<file path="src/pkg/kwd_pkg.sv">
/*
 Constants for the keyed watchdog: register offsets, field positions,
 access keys, divider masks and pulse length.
 Assumes a single 10 MHz clock domain and byte addresses on the bus.
*/
package kwd_pkg;

    // ****************
    // Register map
    // ****************
    localparam logic [3:0] OFS_MODE = 4'h0;
    localparam logic [3:0] OFS_CLOCK = 4'h4;
    localparam logic [3:0] OFS_RESTART = 4'h8;
    localparam logic [3:0] OFS_STATUS = 4'hc;

    // ****************
    // Fields and keys
    // ****************
    localparam int BIT_RUN_EN = 0;
    localparam int BIT_RST_EN = 1;
    localparam int BIT_IRQ_EN = 2;
    localparam int BIT_PIN_EN = 3;
    localparam logic [11:0] MODE_WRITE_KEY = 12'h234;
    localparam logic [8:0] CLOCK_WRITE_KEY = 9'h06e;
    localparam logic [15:0] RESTART_KEY = 16'hc071;
    localparam logic [11:0] PRELOAD_LOW = 12'hfff;
    localparam logic [3:0] MODE_RESET = 4'h0;
    localparam logic [5:0] CLOCK_RESET = 6'h00;

    // ****************
    // Timing
    // ****************
    localparam logic [11:0] DIV32_MASK = 12'h01f;
    localparam logic [11:0] DIV128_MASK = 12'h07f;
    localparam logic [11:0] DIV1024_MASK = 12'h3ff;
    localparam logic [11:0] DIV4096_MASK = 12'hfff;
    localparam logic [3:0] PIN_PULSE_CYCLES = 4'h8;

endpackage

</file>
<file path="src/rtl/kwd_presc.sv">
/*
 Count clock prescaler for the keyed watchdog.
 Assumes the select input is a register in the same clock domain.
*/
`timescale 1ns/1ps
module kwd_presc (
    input wire logic ref_clk,
    input wire logic nrst,
    input wire logic clear,
    input wire logic [1:0] sel,
    output logic tick
);

    logic [11:0] cnt_q;
    logic tick_q;
    logic [11:0] mask;
    logic tick_d;

    // Select masks, one per divider
    assign mask = (sel == 2'h0) ? kwd_pkg::DIV32_MASK :
                  (sel == 2'h1) ? kwd_pkg::DIV128_MASK :
                  (sel == 2'h2) ? kwd_pkg::DIV1024_MASK :
                  kwd_pkg::DIV4096_MASK;
    // One tick each time the low bits wrap
    assign tick_d = !clear && ((cnt_q & mask) == mask);
    assign tick = tick_q;

    // Cleared on restart so the first period is a full one
    always_ff @(posedge ref_clk or negedge nrst) begin
        if (!nrst) begin
            cnt_q <= 12'h000;
            tick_q <= 1'b0;
        end else begin
            cnt_q <= clear ? 12'h000 : cnt_q + 12'h001;
            tick_q <= tick_d;
        end
    end

endmodule

</file>
<file path="src/rtl/kwd_top.sv">
/*
 Keyed watchdog timer with an Avalon-MM slave for its four registers.
 Assumes one 10 MHz clock, an active-low asynchronous reset and a
 master that holds each request until waitrequest is seen low.
*/
// Design decision made here: the Avalon-MM slave port.
`timescale 1ns/1ps
module kwd_top (
    input wire logic ref_clk,
    input wire logic nrst,
    input wire logic [3:0] avs_address,
    input wire logic avs_read,
    input wire logic avs_write,
    input wire logic [31:0] avs_writedata,
    input wire logic [3:0] avs_byteenable,
    output logic [31:0] avs_readdata,
    output logic avs_waitrequest,
    output logic system_reset_request,
    output logic timeout_interrupt_pulse,
    output logic overflow_alert_pin_n
);

    // ****************
    // State
    // ****************
    logic wait_q;
    logic [31:0] rdata_q;
    logic [3:0] mode_q;
    logic [5:0] clock_q;
    logic [15:0] cnt_q;
    logic flag_q;
    logic sysrst_q;
    logic irq_q;
    logic [3:0] pcnt_q;
    logic pin_n_q;

    // ****************
    // Bus decode
    // ****************
    logic req;
    logic wr_go;
    logic rd_take;
    logic low_half;
    logic hit_mode;
    logic hit_clock;
    logic hit_restart;
    logic hit_status;
    logic mode_key_ok;
    logic clock_key_ok;
    logic mode_wr;
    logic clock_wr;
    logic restart;
    logic [31:0] rdata_d;

    assign req = avs_read || avs_write;
    // Writes act at the edge where waitrequest is low; reads latch data while it is high
    assign wr_go = avs_write && !wait_q;
    assign rd_take = avs_read && wait_q;
    // Keys and fields all sit in bytes 0 and 1
    assign low_half = (avs_byteenable[1:0] == 2'h3);
    assign hit_mode = (avs_address == kwd_pkg::OFS_MODE);
    assign hit_clock = (avs_address == kwd_pkg::OFS_CLOCK);
    assign hit_restart = (avs_address == kwd_pkg::OFS_RESTART);
    assign hit_status = (avs_address == kwd_pkg::OFS_STATUS);
    assign mode_key_ok =
        (avs_writedata[15:4] == kwd_pkg::MODE_WRITE_KEY);
    assign clock_key_ok =
        (avs_writedata[15:7] == kwd_pkg::CLOCK_WRITE_KEY);
    assign mode_wr = wr_go && low_half && hit_mode && mode_key_ok;
    assign clock_wr = wr_go && low_half && hit_clock && clock_key_ok;
    assign restart = wr_go && low_half && hit_restart &&
        (avs_writedata[15:0] == kwd_pkg::RESTART_KEY);

    // Key fields never read back; restart reads as zero
    always_comb begin
        rdata_d = 32'h0000_0000;
        if (hit_mode) begin
            rdata_d[3:0] = mode_q;
        end else if (hit_clock) begin
            rdata_d[5:0] = clock_q;
        end else if (hit_status) begin
            rdata_d[0] = flag_q;
        end
    end

    // One wait cycle per access, accepted or refused alike
    always_ff @(posedge ref_clk or negedge nrst) begin
        if (!nrst) begin
            wait_q <= 1'b1;
        end else begin
            wait_q <= !(req && wait_q);
        end
    end

    always_ff @(posedge ref_clk or negedge nrst) begin
        if (!nrst) begin
            rdata_q <= 32'h0000_0000;
        end else if (rd_take) begin
            rdata_q <= rdata_d;
        end
    end

    assign avs_waitrequest = wait_q;
    assign avs_readdata = rdata_q;

    // ****************
    // Configuration
    // ****************
    always_ff @(posedge ref_clk or negedge nrst) begin
        if (!nrst) begin
            mode_q <= kwd_pkg::MODE_RESET;
            clock_q <= kwd_pkg::CLOCK_RESET;
        end else begin
            if (mode_wr) begin
                mode_q <= avs_writedata[3:0];
            end
            if (clock_wr) begin
                clock_q <= avs_writedata[5:0];
            end
        end
    end

    logic run_en;
    logic rst_en;
    logic irq_en;
    logic pin_en;
    logic [1:0] clk_sel;
    logic [3:0] preload_nibble;
    logic [15:0] preload;

    assign run_en = mode_q[kwd_pkg::BIT_RUN_EN];
    assign rst_en = mode_q[kwd_pkg::BIT_RST_EN];
    assign irq_en = mode_q[kwd_pkg::BIT_IRQ_EN];
    assign pin_en = mode_q[kwd_pkg::BIT_PIN_EN];
    assign clk_sel = clock_q[1:0];
    assign preload_nibble = clock_q[5:2];
    assign preload = {preload_nibble, kwd_pkg::PRELOAD_LOW};

    // ****************
    // Counter
    // ****************
    logic tick;
    logic ovf_ev;
    logic [15:0] cnt_d;

    kwd_presc u_presc (
        .ref_clk(ref_clk),
        .nrst(nrst),
        .clear(restart),
        .sel(clk_sel),
        .tick(tick)
    );

    // Passing zero while enabled is the timeout
    assign ovf_ev = tick && run_en && !restart &&
        (cnt_q == 16'h0000);

    // Counter reloads after a timeout and keeps guarding
    always_comb begin
        cnt_d = cnt_q;
        if (restart || ovf_ev) begin
            cnt_d = preload;
        end else if (tick && run_en) begin
            cnt_d = cnt_q - 16'h0001;
        end
    end

    always_ff @(posedge ref_clk or negedge nrst) begin
        if (!nrst) begin
            cnt_q <= 16'h0000;
        end else begin
            cnt_q <= cnt_d;
        end
    end

    // Clear from a restart wins; a restart blocks ovf_ev in the same cycle
    always_ff @(posedge ref_clk or negedge nrst) begin
        if (!nrst) begin
            flag_q <= 1'b0;
        end else if (ovf_ev) begin
            flag_q <= 1'b1;
        end else if (restart) begin
            flag_q <= 1'b0;
        end
    end

    // ****************
    // Overflow outputs
    // ****************
    logic [3:0] pcnt_d;
    logic pin_n_d;

    assign pcnt_d = (ovf_ev && pin_en) ? kwd_pkg::PIN_PULSE_CYCLES :
                    (pcnt_q != 4'h0) ? pcnt_q - 4'h1 : 4'h0;
    assign pin_n_d = (pcnt_d == 4'h0);

    always_ff @(posedge ref_clk or negedge nrst) begin
        if (!nrst) begin
            sysrst_q <= 1'b0;
            irq_q <= 1'b0;
            pcnt_q <= 4'h0;
            pin_n_q <= 1'b1;
        end else begin
            sysrst_q <= ovf_ev && rst_en;
            irq_q <= ovf_ev && irq_en;
            pcnt_q <= pcnt_d;
            pin_n_q <= pin_n_d;
        end
    end

    // Reset request is a single pulse; the reset block stretches it
    assign system_reset_request = sysrst_q;
    assign timeout_interrupt_pulse = irq_q;
    assign overflow_alert_pin_n = pin_n_q;
endmodule

</file>
<file path="config.mk">
export PLATFORM = sky130hd
export DESIGN_NAME = kwd_top
export DESIGN_NICKNAME = d
export VERILOG_FILES = /design/src/pkg/kwd_pkg.sv /design/src/rtl/kwd_presc.sv /design/src/rtl/kwd_top.sv
export SDC_FILE = /design/constraint.sdc
export NUM_CORES = 1
export LEC_CHECK = 0
export BUFFER_PORTS_ARGS = -buffer_cell sky130_fd_sc_hd__buf_2
export CAP_MARGIN = 20
export CORE_MARGIN = 5
export CORE_UTILIZATION = 52
export CTS_CLUSTER_SIZE = 28
export DETAILED_ROUTE_END_ITERATION = 6
export PLACE_DENSITY = 0.79
export SLEW_MARGIN = 30
export SYNTH_ARGS = -nofsm -noshare
export SYNTH_HDL_FRONTEND = slang
export SYNTH_HIERARCHICAL = 1
export SYNTH_SLANG_ARGS = --single-unit
</file>
<file path="constraint.sdc">
create_clock -name ref_clk -period 2.9 [get_ports ref_clk]
set_clock_uncertainty 0.05 [all_clocks]
set_input_delay 0.145 -clock ref_clk [delete_from_list [all_inputs] [get_ports ref_clk]]
set_output_delay 0.145 -clock ref_clk [all_outputs]
set_load 0.02 [all_outputs]
</file>
==> results.py <==
metrics = {
    "run_status": {
        "status": "finished, final reports clean",
    },
    "clock_network": {
        "clk_pin_slew_worst_paths_ps": 90,
        "clk_latency_ps": 310,
        "ctsRootBufferMaster": "clkbuf_8",
        "htree_levels": 2,
        "cts-buffers-inserted": 5,
        "cts.sinks": 54,
        "cts_buffer_depth": 2,
        "cts_tree": "yes",
    },
    "synthesis": {
        "async_reset_ff_share_pct": 100.0,
        "syn-instance-count": 277,
        "yosys_warnings": 6,
        "netlist_area_um2": 2866,
        "synth_cell_type_count": 53,
        "synth_edf_count": 0,
        "synth_ff_type": "dfrtp_1",
        "ys_seq_area_share_pct": 47.23,
        "avgSynthCellArea_um2": 10.35,
        "ys_ff_latch": 54,
    },
    "drt": {
        "routed_wl_um": 5727,
        "drc": 0,
        "dr_wl_met2_um": 2889,
        "dr.pass1.iters": 5,
        "top_layer": "met4",
        "drtAntennaViolNets": 0,
        "via_per_inst": 5.460,
        "wl_per_cell_um": 14.46,
        "first_iter_violations": 115,
        "wl_met3_um": 289,
        "wl_met1_um": 2446,
        "vias": 2162,
    },
    "setup_path": {
        "crit_slowest_cell": "or4_1",
        "cpPeakStageDelay_ps": 730,
        "worstPathRequired_ps": 3050,
        "startpoint_type": "flip-flop",
        "crit_path_end_kind": "flip-flop",
        "cp_num_buf_inv": 0,
        "crit_chain": "or4_1 > or4_4 > o41a_1 > o32a_1",
        "crit_arrival_ps": 2760,
        "crit_type": "flip-flop to flip-flop",
        "path_max_fanout": 11,
        "critical-path-top-delay-family": "simple AND/OR/NAND/NOR gates",
    },
    "placement": {
        "io_buffers": 35,
        "dp_hpwl_um": 4400,
        "dpl.cell_count": 385,
        "routabilityCongestion": 0.7722,
    },
    "floorplanning": {
        "chipWidth_um": 84.25,
        "coreArea_um2": 5439,
        "die-area_um2": 7097,
        "start_util_pct": 52.70,
        "die_y_um": 84.25,
        "io_pins": 80,
        "row_count": 27,
    },
    "global_routing": {
        "grt_max_degree": 36,
        "grt_usage_pct": 16.85,
        "antenna_found_initial": 0,
        "grt.overflow.total": 0,
        "grt_pass1_wl_um": 9867,
        "grt_pass1_vias": 2168,
    },
    "power_and_ir_drop": {
        "pwr-share-comb_pct": 7.3,
        "irDropWorstVdd_v": 0.0002642,
        "swShare_pct": 24.49,
        "power_density_nw_per_um2": 396.0,
        "internal_power_uw": 950.7,
        "p_sw_uw": 308.3,
        "clkPwrFrac_pct": 32.6,
        "power.share.sequential_pct": 60.1,
        "leakage_nw": 1.416,
    },
    "finish": {
        "n_antenna_cell": 0,
        "areaGrowthSynthToFinish_pct": 10.91,
        "drive_above_1_share_pct": 24.38,
        "layout.nets": 371,
        "fin_cells": 396,
        "n_fill_cell": 461,
    },
    "hold_path": {
        "min_path_type": "input port to flip-flop",
    },
    "sta": {
        "setup_viol": 0,
        "worst_pin_slew_ps": 792.3,
        "hold_viol_final": 0,
        "final.setup.tns_ps": 0,
        "post-route-period-util_pct": 89.85,
        "period_minus_slack_ps": 2606,
        "timing_max_transition_violations_final": 0,
        "relSlewSlack_pct": 46.98,
        "rsz0062_at_grt": "false",
        "clock.fmax_mhz": 383.8,
    },
    "flow_run": {
        "drv_cap": 0,
    },
}
through the flow:
step | power [mW] | area, um^2 | setup WS [ps] | util, % | hold slack [ps]
after CTS | 1.276 | 3179 | 300.4 | 58.45 | 21.54
after floorplan | 0.8415 | 2960 | 631.8 | - | -200.6
final | 1.259 | 3179 | 294.5 | 58.45 | 30.05
after global routing | 1.314 | 3179 | 229.7 | 58.45 | 32.31
after global placement | 0.8572 | 3063 | 376.4 | 56.31 | 214.5
after detailed placement | 0.8581 | 3063 | 325.2 | 56.31 | 219.7
cell usage after synthesis (all sizes together) (2+ instances only):
master	number	area share [%]
mux2	15	5.9
or3	6	1.4
a21oi	9	1.6
or2	4	0.87
xor2	4	1.2
nor3	7	1.2
nor4	12	2.6
inv	8	1.0
nor4b	2	0.61
nand3	5	0.87
or3b	2	0.61
o21ai	10	1.7
a22oi	4	1.0
ha	4	1.7
clkbuf	4	0.52
o21a	2	0.52
xnor2	12	3.7
nor2	13	1.7
dfstp	2	1.8
o31ai	3	0.79
and3	2	0.44
nor4bb	3	1.0
or4	8	2.4
buf	27	7.0
nor2b	6	1.3
nand2	25	3.4
nand4	6	1.5
dfrtp	52	45
metal layers:
layer  vias to the layer above  GRT usage [%]
met2                        53          28.62
li1                       1041              -
met1                      1055          21.32
met4                         0          5.994
met5                         -              0
met3                        13          3.435
what timing repair did:
item | 4_1_cts | 5_1_grt
resized for setup | 0 | 0
endpoints found under the hold margin | 34 | 0
buffers inserted | 0 | 0
hold buffers | 3 | 0
layout make-up:
| type | count | area, um^2 | share of cell area, % |
|---|---|---|---|
| clock buffers | 6 | 72.57 | 2.283 |
| clock inverters | 2 | 13.76 | 0.4329 |
| inverters | 8 | 30.03 | 0.9445 |
| multi-input cells | 209 | 1361 | 42.82 |
| flip-flops and latches | 54 | 1354 | 42.58 |
| well taps | 72 | 90.09 | 2.834 |
| repair buffers | 45 | 257.7 | 8.107 |
placed cells by master (no fill, tap or decap), types with 5 or more instances in the layout:
cell,netlist,final
nor3_1,7,7
nand4_1,5,5
nor2b_1,6,6
nand2_1,24,24
buf_2,1,35
or4_1,6,6
mux2_2,15,15
a21oi_1,9,9
o21ai_0,10,10
nor2_1,13,13
buf_4,26,7
dfrtp_1,52,52
clkbuf_8,0,5
xnor2_1,12,12
conb_1,1,26
nor4_1,12,12
nand3_1,5,5
inv_1,8,8
kinds of logic (layout without fill, tap and decap cells):
logic type	after synthesis	after routing	synth area share (%)
DFF	54	54	47.23
buffers and inverters	39	61	8.555
adders and majority gates	4	4	1.746
AOI/OAI and AO/OA	39	39	9.036
and+or+nand+nor	109	109	22.52
muxes	15	15	5.893
other	1	26	0.1308
xor gates and xnor gates	16	16	4.889
flip-flops by register name, summed over array words and instances, names as in the netlist, 4 cells and up:
signal         flops
cnt_q             16
clock_q            6
mode_q             4
avs_readdata       6
pcnt_q             4
u_presc/cnt_q     12
worst paths after layout:
kind                                 startpoint  slack [ps]  depth (start not counted)         endpoint
worst min-delay path             avs_address[0]          30                          2  avs_readdata[0]
worst min register to register  avs_readdata[1]         440                          2  avs_readdata[1]
worst max-delay path                   cnt_q[3]         290                          4        cnt_q[15]
worst max register to register         cnt_q[3]         290                          4        cnt_q[15]
max in group asynchronous                  nrst        1680                          3  avs_waitrequest
min in group asynchronous                  nrst         390                          2       clock_q[3]
worst register-to-register path, stage by stage (launching register included):
cell	delay [ps]
dfrtp_1	420
or4_1	730
or4_4	630
o41a_1	340
o32a_1	330
power by group through the flow:
| stage | Clock (mW) | Combinational, mW | Sequential [mW] |
|---|---|---|---|
| floorplan | 0 | 0.0673 | 0.774 |
| global placement | 0 | 0.0854 | 0.772 |
| detailed placement | 0 | 0.0862 | 0.772 |
| CTS | 0.428 | 0.0908 | 0.757 |
| global route | 0.456 | 0.101 | 0.758 |
| finish | 0.411 | 0.0913 | 0.757 |
Power figures use the tool's default switching activity.
